### config.mk
export PLATFORM = sky130hd
export DESIGN_NAME = deep_sleep_control_wake
export DESIGN_NICKNAME = d
export VERILOG_FILES = /design/src/logic/deep_sleep_pkg.sv /design/src/logic/dw_if.sv /design/src/logic/deep_sleep_control_wake.sv /design/src/logic/dw_reg.sv
export VERILOG_INCLUDE_DIRS = /design/src /design/src/logic
export SDC_FILE = /design/constraint.sdc
export NUM_CORES = 1
export LEC_CHECK = 0
export BUFFER_PORTS_ARGS = -buffer_cell sky130_fd_sc_hd__buf_2
export CAP_MARGIN = 20
export CORE_AREA = 2 2 117 119
export DETAILED_ROUTE_END_ITERATION = 6
export DIE_AREA = 0 0 119 121
export HOLD_SLACK_MARGIN = 0.03
export MAX_ROUTING_LAYER = met4
export PLACE_DENSITY = 0.67
export SLEW_MARGIN = 0
export SYNTH_ARGS = -nofsm -noshare
export SYNTH_HDL_FRONTEND = slang
export SYNTH_SLANG_ARGS = --single-unit
### constraint.sdc
create_clock -name clk_sys -period 2.6 [get_ports clk_sys]
set_clock_uncertainty 0.05 [all_clocks]
set_input_delay 0.52 -clock clk_sys [delete_from_list [all_inputs] [get_ports clk_sys]]
set_output_delay 0.52 -clock clk_sys [all_outputs]
set_load 0.05 [all_outputs]
### src/logic/deep_sleep_consts.svh
// Register offsets, field positions and reset values of the deep-sleep control block
`ifndef DEEP_SLEEP_CONSTS_SVH
`define DEEP_SLEEP_CONSTS_SVH

`define OFS_CTL_LOW 4'h0
`define OFS_CTL_HIGH 4'h1
`define OFS_WAKE_LOW 4'h2
`define OFS_WAKE_HIGH 4'h3
`define OFS_CONTEXT_BASE 4'h4
`define OFS_MODULE_CTL 4'h8
`define OFS_TIMER_CTL 4'h9
`define OFS_CONVERTER_CTL 4'hA

`define CTL_LOW_RELEASE 0
`define CTL_LOW_BROWNOUT 1
`define CTL_LOW_MASK 8'h03
`define CTL_HIGH_ENTRY 7
`define CTL_HIGH_RTC_DIS 0
`define CTL_HIGH_MASK 8'h81

`define WAKE_LOW_FAULT 7
`define WAKE_LOW_BROWNOUT 6
`define WAKE_LOW_EXTERNAL 5
`define WAKE_LOW_WATCHDOG 4
`define WAKE_LOW_RTC 3
`define WAKE_LOW_MASTER_CLEAR 2
`define WAKE_LOW_DEBUGGER 1
`define WAKE_LOW_POR 0
`define WAKE_HIGH_IRQ0 0
`define WAKE_HIGH_MASK 8'h01

`define ENABLE_BIT 7
`define REG_RESET 8'h00
`define CONTEXT_COUNT 4
`define DW_COUNT 7
`define DW_CTL_HIGH 0
`define DW_WAKE_LOW 1
`define DW_WAKE_HIGH 2
`define DW_CONTEXT_BASE 3

`endif

### src/logic/deep_sleep_pkg.sv
// Types shared by the deep-sleep control block
package deep_sleep_pkg;

  typedef enum logic [0:0] {
    ST_AWAKE = 1'b0,
    ST_ASLEEP = 1'b1
  } sleep_state_t;

  typedef logic [7:0] byte_t;

endpackage : deep_sleep_pkg

### src/logic/dw_if.sv
// Carrier between the control block and one twice-written register
`timescale 1ns/1ps
interface dw_if;
  logic wr;
  logic [7:0] wdata;
  logic [7:0] hw_set;
  logic [7:0] hw_clr;
  logic keep_on_reset;
  logic erase;
  logic [7:0] value;

  modport owner (output wr, output wdata, output hw_set, output hw_clr, output keep_on_reset, output erase,
                 input value);
  modport store (input wr, input wdata, input hw_set, input hw_clr, input keep_on_reset, input erase,
                 output value);
endinterface : dw_if

### src/logic/deep_sleep_control_wake.sv
// Deep-sleep control, wake-up sources, retained context and module enables
//
// What this block does
// RL1 - Context registers store only after two writes
// RL2 - Context values survive battery-backup mode
// RL3 - Leaving battery-backup raises power-on reset
// RL4 - Oscillator pins hold state for RTC clock
// RL5 - Low control bits 7..2 read zero
// RL6 - Brownout flag set on brownout in sleep
// RL7 - Brownout in sleep never wakes device
// RL8 - Pins held until release bit cleared
// RL9 - Entry enable decides deep sleep on sleep
// RL10 - Entry enable needs two writes
// RL11 - High control bit 0 blocks RTC wake
// RL12 - Wake source registers need two writes
// RL13 - High wake bit 0 gates external irq
// RL14 - Module enable clear stops module, clock stays
// RL15 - Each timer has own on bit 7
// RL16 - Converter on bit acts as module enable
// RL17 - Ports and their features have no enable
// RL18 - Wake register bit 6 shows sleep brownout
// RL19 - Context kept on master clear, sleep brownout erases it only without backup power
// RL20 - Wake low register holds eight cause flags
// RL21 - Fault flag set on fault during sleep
//
// Strobed register access and the address map are this design's own decisions.
`timescale 1ns/1ps
`include "deep_sleep_consts.svh"
module deep_sleep_control_wake
  import deep_sleep_pkg::*;
(
  input wire logic clk_sys,
  input wire logic srst,
  input wire logic [3:0] reg_addr,
  input wire logic [7:0] reg_wdata,
  input wire logic reg_wr,
  input wire logic reg_rd,
  output logic [7:0] reg_rdata,
  input wire logic sleep_instr,
  input wire logic brownout_enable,
  input wire logic brownout_pin,
  input wire logic external_irq_zero,
  input wire logic backup_mode_pin,
  input wire logic backup_powered_pin,
  input wire logic rtc_on_second_osc,
  input wire logic sleep_watchdog_wake,
  input wire logic rtc_alarm_wake,
  input wire logic master_clear,
  input wire logic debugger_wake,
  input wire logic fault_detect,
  output logic deep_sleep,
  output logic io_hold,
  output logic osc_pin_hold,
  output logic por_request,
  output logic module_run,
  output logic timer_run,
  output logic converter_run
);

  // ******************************************************
  // Input synchronisers
  // ******************************************************
  logic [4:0] sync1_r;
  logic [4:0] sync2_r;
  wire [4:0] pins_in = {rtc_on_second_osc, backup_powered_pin, backup_mode_pin, external_irq_zero, brownout_pin};

  genvar gi;
  generate
    for (gi = 0; gi < 5; gi++)
    begin : g_sync
      // No reset: backup supply level must stay visible during reset
      always_ff @(posedge clk_sys)
      begin
        sync1_r[gi] <= pins_in[gi];
        sync2_r[gi] <= sync1_r[gi];
      end
    end
  endgenerate

  wire bor_s = sync2_r[0];
  wire irq0_s = sync2_r[1];
  wire backup_s = sync2_r[2];
  wire powered_s = sync2_r[3];
  wire on_osc_s = sync2_r[4];
  wire ctx_erase;

  // ******************************************************
  // Twice-written registers
  // ******************************************************
  dw_if dw [`DW_COUNT] ();
  wire [3:0] dw_ofs [`DW_COUNT];
  wire [7:0] dw_mask [`DW_COUNT];

  generate
    for (gi = 0; gi < `DW_COUNT; gi++)
    begin : g_dw
      assign dw[gi].wr = reg_wr && (reg_addr == dw_ofs[gi]); // RL1 RL10 RL12
      assign dw[gi].wdata = reg_wdata & dw_mask[gi];
      dw_reg u_reg (
        .clk_sys(clk_sys),
        .srst(srst),
        .port(dw[gi])
      );
    end
    for (gi = 0; gi < `CONTEXT_COUNT; gi++)
    begin : g_ctx
      assign dw_ofs[`DW_CONTEXT_BASE + gi] = `OFS_CONTEXT_BASE + 4'(gi);
      assign dw_mask[`DW_CONTEXT_BASE + gi] = 8'hFF;
      assign dw[`DW_CONTEXT_BASE + gi].hw_set = `REG_RESET;
      assign dw[`DW_CONTEXT_BASE + gi].hw_clr = `REG_RESET;
      assign dw[`DW_CONTEXT_BASE + gi].keep_on_reset = powered_s; // RL2 RL3
      assign dw[`DW_CONTEXT_BASE + gi].erase = ctx_erase; // RL19
    end
  endgenerate

  assign dw_ofs[`DW_CTL_HIGH] = `OFS_CTL_HIGH;
  assign dw_ofs[`DW_WAKE_LOW] = `OFS_WAKE_LOW;
  assign dw_ofs[`DW_WAKE_HIGH] = `OFS_WAKE_HIGH;
  assign dw_mask[`DW_CTL_HIGH] = `CTL_HIGH_MASK;
  assign dw_mask[`DW_WAKE_LOW] = 8'hFF;
  assign dw_mask[`DW_WAKE_HIGH] = `WAKE_HIGH_MASK;

  wire [7:0] ctl_high = dw[`DW_CTL_HIGH].value;
  wire [7:0] wake_low = dw[`DW_WAKE_LOW].value;
  wire [7:0] wake_high = dw[`DW_WAKE_HIGH].value;
  wire [7:0] ctx0 = dw[`DW_CONTEXT_BASE].value;

  // ******************************************************
  // Wake and event decoding
  // ******************************************************
  sleep_state_t state_r;
  sleep_state_t state_nxt;
  logic backup_d_r;
  wire asleep = (state_r == ST_ASLEEP);
  wire bor_event = asleep && brownout_enable && bor_s;
  assign ctx_erase = bor_event && !powered_s; // RL19
  wire irq_wake = irq0_s && wake_high[`WAKE_HIGH_IRQ0]; // RL13
  wire rtc_wake = rtc_alarm_wake && !ctl_high[`CTL_HIGH_RTC_DIS]; // RL11
  // Brownout is left out on purpose: it records status and, without backup power, erases context
  wire wake = asleep && (irq_wake || rtc_wake || sleep_watchdog_wake || master_clear || debugger_wake); // RL7
  wire enter = !asleep && sleep_instr && ctl_high[`CTL_HIGH_ENTRY]; // RL9
  wire backup_exit = backup_d_r && !backup_s;

  wire [7:0] wake_set = {
    asleep && fault_detect, // RL21
    bor_event, // RL18
    wake && irq_wake,
    wake && sleep_watchdog_wake,
    wake && rtc_wake,
    wake && master_clear,
    wake && debugger_wake,
    backup_exit
  }; // RL20
  assign dw[`DW_WAKE_LOW].hw_set = wake_set;
  assign dw[`DW_WAKE_LOW].hw_clr = `REG_RESET;
  assign dw[`DW_WAKE_HIGH].hw_set = `REG_RESET;
  assign dw[`DW_WAKE_HIGH].hw_clr = `REG_RESET;
  // Fault during sleep locks out RTC wake until software re-arms it
  assign dw[`DW_CTL_HIGH].hw_set = {7'h00, asleep && fault_detect}; // RL11
  // Entry enable drops on wake so the next sleep is plain sleep
  assign dw[`DW_CTL_HIGH].hw_clr = {wake, 7'h00};
  generate
    for (gi = 0; gi < `DW_WAKE_HIGH + 1; gi++)
    begin : g_keep
      assign dw[gi].keep_on_reset = 1'b0;
      assign dw[gi].erase = 1'b0;
    end
  endgenerate

  always_comb
  begin
    state_nxt = state_r;
    unique case (state_r)
      ST_AWAKE:
        if (enter)
          state_nxt = ST_ASLEEP; // RL9
      ST_ASLEEP:
        if (wake)
          state_nxt = ST_AWAKE;
    endcase
  end

  // ******************************************************
  // Low control register and outputs
  // ******************************************************
  logic [7:0] ctl_low_r;
  logic [7:0] ctl_low_nxt;
  logic [7:0] module_ctl_r;
  logic [7:0] timer_ctl_r;
  logic [7:0] converter_ctl_r;
  wire ctl_low_wr = reg_wr && (reg_addr == `OFS_CTL_LOW);
  wire release_set = wake && !master_clear; // RL8
  wire release_clr = (asleep && master_clear) || ctx_erase;

  always_comb
  begin
    ctl_low_nxt = ctl_low_wr ? (reg_wdata & `CTL_LOW_MASK) : ctl_low_r;
    if (release_clr)
      ctl_low_nxt[`CTL_LOW_RELEASE] = 1'b0;
    if (release_set)
      ctl_low_nxt[`CTL_LOW_RELEASE] = 1'b1; // RL8
    if (bor_event)
      ctl_low_nxt[`CTL_LOW_BROWNOUT] = 1'b1; // RL6
    ctl_low_nxt[7:2] = 6'h00; // RL5
  end

  always_ff @(posedge clk_sys)
  begin
    if (srst)
    begin
      state_r <= ST_AWAKE;
      ctl_low_r <= `REG_RESET;
      backup_d_r <= 1'b0;
    end
    else
    begin
      state_r <= state_nxt;
      ctl_low_r <= ctl_low_nxt;
      backup_d_r <= backup_s;
    end
  end

  // Ports, change notification and capture have no enable here
  always_ff @(posedge clk_sys)
  begin
    if (srst)
    begin
      module_ctl_r <= `REG_RESET;
      timer_ctl_r <= `REG_RESET;
      converter_ctl_r <= `REG_RESET;
    end
    else
    begin
      if (reg_wr && reg_addr == `OFS_MODULE_CTL)
        module_ctl_r <= reg_wdata; // RL14
      if (reg_wr && reg_addr == `OFS_TIMER_CTL)
        timer_ctl_r <= reg_wdata; // RL15
      if (reg_wr && reg_addr == `OFS_CONVERTER_CTL)
        converter_ctl_r <= reg_wdata; // RL16
    end
  end // RL17

  wire [7:0] rd_mux =
    (reg_addr == `OFS_CTL_LOW) ? ctl_low_r :
    (reg_addr == `OFS_CTL_HIGH) ? ctl_high :
    (reg_addr == `OFS_WAKE_LOW) ? wake_low :
    (reg_addr == `OFS_WAKE_HIGH) ? wake_high :
    (reg_addr == `OFS_CONTEXT_BASE) ? ctx0 :
    (reg_addr == `OFS_CONTEXT_BASE + 4'h1) ? dw[`DW_CONTEXT_BASE + 1].value :
    (reg_addr == `OFS_CONTEXT_BASE + 4'h2) ? dw[`DW_CONTEXT_BASE + 2].value :
    (reg_addr == `OFS_CONTEXT_BASE + 4'h3) ? dw[`DW_CONTEXT_BASE + 3].value :
    (reg_addr == `OFS_MODULE_CTL) ? module_ctl_r :
    (reg_addr == `OFS_TIMER_CTL) ? timer_ctl_r :
    (reg_addr == `OFS_CONVERTER_CTL) ? converter_ctl_r : 8'h00;

  always_ff @(posedge clk_sys)
  begin
    if (srst)
    begin
      reg_rdata <= 8'h00;
      deep_sleep <= 1'b0;
      io_hold <= 1'b0;
      osc_pin_hold <= 1'b0;
      por_request <= 1'b0;
      module_run <= 1'b0;
      timer_run <= 1'b0;
      converter_run <= 1'b0;
    end
    else
    begin
      reg_rdata <= reg_rd ? rd_mux : 8'h00; // RL2
      deep_sleep <= (state_nxt == ST_ASLEEP);
      io_hold <= (state_nxt == ST_ASLEEP) || ctl_low_nxt[`CTL_LOW_RELEASE]; // RL8
      osc_pin_hold <= backup_s && on_osc_s; // RL4
      por_request <= backup_exit; // RL3
      // Clock keeps running; only operation is gated
      module_run <= module_ctl_r[`ENABLE_BIT]; // RL14
      timer_run <= timer_ctl_r[`ENABLE_BIT]; // RL15
      converter_run <= converter_ctl_r[`ENABLE_BIT]; // RL16
    end
  end

  // ******************************************************
  // Assertions
  // ******************************************************
  entry_taken_a: assert property (@(posedge clk_sys) disable iff (srst)
    enter |=> deep_sleep) else $error("deep sleep not entered"); // RL9
  entry_blocked_a: assert property (@(posedge clk_sys) disable iff (srst)
    !asleep && sleep_instr && !ctl_high[`CTL_HIGH_ENTRY] |=> !deep_sleep) else $error("sleep without enable"); // RL9
  bor_no_wake_a: assert property (@(posedge clk_sys) disable iff (srst)
    bor_event && !wake |=> deep_sleep) else $error("brownout woke device"); // RL7
  bor_flags_a: assert property (@(posedge clk_sys) disable iff (srst)
    bor_event |=> ctl_low_r[`CTL_LOW_BROWNOUT] && wake_low[`WAKE_LOW_BROWNOUT]) else $error("brownout flag lost"); // RL6
  reserved_zero_a: assert property (@(posedge clk_sys) disable iff (srst)
    ctl_low_r[7:2] == 6'h00) else $error("reserved bits set"); // RL5
  pin_hold_a: assert property (@(posedge clk_sys) disable iff (srst)
    release_set && !ctl_low_wr |=> io_hold && ctl_low_r[`CTL_LOW_RELEASE])
    else $error("pins not held after wake"); // RL8
  irq_gate_a: assert property (@(posedge clk_sys) disable iff (srst)
    asleep && !wake_high[`WAKE_HIGH_IRQ0] && !rtc_wake && !sleep_watchdog_wake && !master_clear && !debugger_wake
    |=> deep_sleep) else $error("masked irq woke device"); // RL13
  rtc_gate_a: assert property (@(posedge clk_sys) disable iff (srst)
    asleep && ctl_high[`CTL_HIGH_RTC_DIS] && !irq_wake && !sleep_watchdog_wake && !master_clear && !debugger_wake
    |=> deep_sleep) else $error("disabled rtc woke device"); // RL11
  por_raise_a: assert property (@(posedge clk_sys) disable iff (srst)
    $fell(backup_s) |=> por_request && wake_low[`WAKE_LOW_POR]) else $error("no reset on backup exit"); // RL3
  ctx_keep_a: assert property (@(posedge clk_sys) disable iff (srst)
    asleep && master_clear && !ctx_erase && !reg_wr |=> $stable(ctx0)) else $error("context lost"); // RL19
  osc_hold_a: assert property (@(posedge clk_sys) disable iff (srst)
    backup_s && on_osc_s |=> osc_pin_hold) else $error("oscillator pins released"); // RL4
  enable_off_a: assert property (@(posedge clk_sys) disable iff (srst)
    reg_wr && reg_addr == `OFS_MODULE_CTL && !reg_wdata[`ENABLE_BIT] |=> ##1 !module_run)
    else $error("module still running"); // RL14

endmodule : deep_sleep_control_wake

### src/logic/dw_reg.sv
// Register that takes a software value only on the second matching write
`timescale 1ns/1ps
`include "deep_sleep_consts.svh"
module dw_reg
  import deep_sleep_pkg::*;
(
  input wire logic clk_sys,
  input wire logic srst,
  dw_if.store port
);

  logic armed_r;
  byte_t pend_r;
  byte_t value_r;
  wire commit = port.wr && armed_r && (port.wdata == pend_r);
  wire [7:0] sw_value = commit ? port.wdata : value_r;
  // Hardware set wins over a clear or a commit in the same cycle
  wire [7:0] value_nxt = (sw_value & ~port.hw_clr) | port.hw_set;

  assign port.value = value_r;

  always_ff @(posedge clk_sys)
  begin
    if (srst)
    begin
      armed_r <= 1'b0;
      pend_r <= `REG_RESET;
    end
    else if (port.wr)
    begin
      armed_r <= !commit;
      pend_r <= port.wdata;
    end
  end

  // Retained contents survive reset while the backup supply holds them
  always_ff @(posedge clk_sys)
  begin
    if ((srst && !port.keep_on_reset) || port.erase)
      value_r <= `REG_RESET;
    else if (!srst)
      value_r <= value_nxt;
  end

endmodule : dw_reg

==> results.yml <==
critical_path:
  timing.rr.start: "g_dw[5].u_reg.pend_r[6]$_SDFFE_PP0P_"
  path_buf_inv: 1
  worst-r2r-cell-count: 6
  timing.reg2reg.setup_slack_ns: 0.87
  r2r-end: "g_dw[5].u_reg.port.value[1]$_SDFFE_PP0P_"
  cp_max_fo: 13
  cpPeakStageDelay_ns: 0.53
  worstPathCellList: "buf_2"
  critPathSlowestCell: "dfxtp_1"
  critical_path_class: "reg2out"
  crit_path_end_kind: "output pin"
  critPathTopFamily: "flip-flops"
  crit_required_ns: 2.03
  crit_path_start_kind: "flop"
  critical_path_arrival_ns: 1.29
yosys:
  yosysTopAreaCellShare_pct: 45.13
  syn_area_per_cell_sq_um: 8.669
  synth.top_cells.by_area: "dfxtp_1 (45%), mux2i_1 (11%), a21oi_1 (5.7%)"
  synth_top_cell_by_area: "dfxtp_1"
  synth_fp_nets: 770
  synth-seq-cells: 145
  yosysWarnings: 0
  seq_area_frac_synth_pct: 45.13
  syn-cell-area_sq_mm: 0.006432
  ys_types: 43
  netlist_instances: 742
pwr:
  power_density_mw_per_mm2: 677.8
  ir_worst_vdd_uv: 478.1
  p_clk_share_pct: 47.6
  p_switching_uw: 1212
  swShare_pct: 23.93
  leakagePower_uw: 0.002841
  seq_power_share_pct: 44.8
  internal_power_uw: 3853
  pwr-share-comb_pct: 7.7
  total_power_uw: 5065
cts:
  cts_tree: "built"
  cts_buffer_depth: 2
  cts_sinks: 145
  clk_pin_slew_ns: 0.06
  cts_buffers: 17
  cts_resized: 0
  cts-root-buf: "clkbuf_16"
  cts_max_level: 4
  insertion_delay_ns: 0.43
  post_cts_buffers: 0
  cts_hold_buf: 0
grt:
  antenna_found_initial: 0
  grt_max_degree: 89
  grt_pass1_vias: 5275
  grt_overflow_total: 0
  grt_pass1_wl_mm: 27.99
  grt_usage_pct: 25.85
floorplan:
  initial_core_util_pct: 49.16
  ios: 43
  die_y_microns: 121
  rows: 42
  die_w_microns: 119
  coreArea_sq_mm: 0.01309
  die-area_sq_mm: 0.01440
placement:
  dp_hpwl_mm: 11.98
  port_buffers: 42
  place.gp.congestion: 0.9214
  post_dp_cell_area_sq_mm: 0.006893
sta:
  hold_viol: 0
  setup_violations: 0
  worstMarginPinSlew_ns: 0.9163
  whs_ns: 0.1406
  setup_tns_ns: 0
  max_slew_margin_pct: 38.91
  finalCritPeriodShare_pct: 71.63
  fin_crit_ns: 1.862
  drv_slew: 0
  rsz0062_at_grt: "no"
  max_freq_mhz: 537.0
layout:
  drive_gt1_share_pct: 15.55
  diodes: 0
  areaGrowthSynthToFinish_pct: 16.16
  nets: 808
  layout_common_cells: "dfxtp_1 (145), nor2_1 (90), nand2_1 (76), a21oi_1 (72), mux2i_1 (71)"
  fin_area_sq_mm: 0.007472
  final_common_cell: "dfxtp_1"
route:
  ant_nets: 0
  avgRoutedWirePerCell_microns: 17.92
  totalWireLength_mm: 17.33
  drt-initial-drc-count: 576
  viasPerCell: 5.565
  first_pass_iters: 6
  vias: 5381
  drc: 0
run:
  maxCapViolations: 0
worst_hold_path:
  whs_endpoint: "sync1_r[4]$_DFF_P_"
  holdPathStages: 1
  hold_start: "rtc_on_second_osc"
  hold_path_class: "in2reg"
status:
  status: "complete, no violations"
cell type report:
class | instances | area [sq um]
Inverter | 5 | 18.77
Clock inverter | 9 | 108.9
Timing Repair Buffer | 76 | 465.4
Tap cell | 176 | 220.2
Sequential cell | 145 | 2903
Multi-Input combinational cell | 535 | 3286
Clock buffer | 21 | 470.5
Fill cell | 1177 | 5613
worst max path at each step:
stage,from,cells after the start,endpoint
finish,deep_sleep$_SDFF_PP0_,1,deep_sleep
floorplan,reg_wdata[5],6,g_dw[3].u_reg.port.value[0]$_SDFFE_PP0P_
CTS,deep_sleep$_SDFF_PP0_,1,deep_sleep
global placement,reg_addr[2],8,g_dw[3].u_reg.port.value[7]$_SDFFE_PP0P_
global route,reg_addr[0],6,g_dw[0].u_reg.port.value[7]$_SDFF_PP0_
detailed placement,reg_wdata[6],7,g_dw[5].u_reg.port.value[1]$_SDFFE_PP0P_
cell families (layout without fill, tap and decap cells):
kind of cell | Yosys count | after routing | synth area share [%]
muxes | 73 | 73 | 11.40
DFF | 145 | 145 | 45.13
AOI/OAI and AO/OA | 145 | 145 | 13.17
and+or+nand+nor | 274 | 274 | 20.50
buffers and inverters | 62 | 111 | 3.949
xor gates and xnor gates | 43 | 43 | 5.855
metal layers:
metal	routed length, microns	GRT usage (%)
met1	7779	31.43
met2	8334	41.31
met3	798	6.344
met4	413	10.64
met5	0	-
metrics by stage:
stage          setup WS, ns  utilization, %  instances
2_1_floorplan        0.5610               -        742
3_3_place_gp         0.3560           52.68        937
3_5_place_dp         0.3003           52.68        937
4_1_cts              0.7289           57.10        967
5_1_grt              0.6122           57.10        967
6_report             0.7377           57.10        967
power by group through the flow:
stage	combinational, uW	sequential [uW]	clock, uW
global route	421	2270	2540
detailed placement	383	2320	0
finish	388	2270	2410
floorplan	240	2330	0
global placement	378	2320	0
CTS	385	2270	2440
flip-flops by register name (all words and copies together) (netlist names), 2 cells and up:
name,cells
converter_ctl_r,8
ctl_low_r,2
g_dw.u_reg.armed_r,7
g_dw.u_reg.pend_r,43
g_dw.u_reg.port.value,43
module_ctl_r,8
reg_rdata,8
sync1_r,5
timer_ctl_r,8
cell usage after synthesis, drive strengths merged:
cell	n
o221a	5
o2bb2ai	9
a22oi	6
o221ai	3
nand2b	13
and3b	1
nor3	18
inv	5
a22o	2
nand3b	2
o21bai	1
and3	2
a21oi	73
buf	25
o211ai	1
clkbuf	32
a211oi	3
and2	2
o21ai	36
mux2	2
nor2b	16
xnor2	35
or3b	2
or4	1
o21a	2
nor3b	1
a31oi	2
nor2	92
o22ai	2
xor2	8
nand4	7
and4	1
and2b	2
mux2i	71
nand3	25
nand2	76
nor4	13
dfxtp	145
Power figures use the tool's default switching activity.
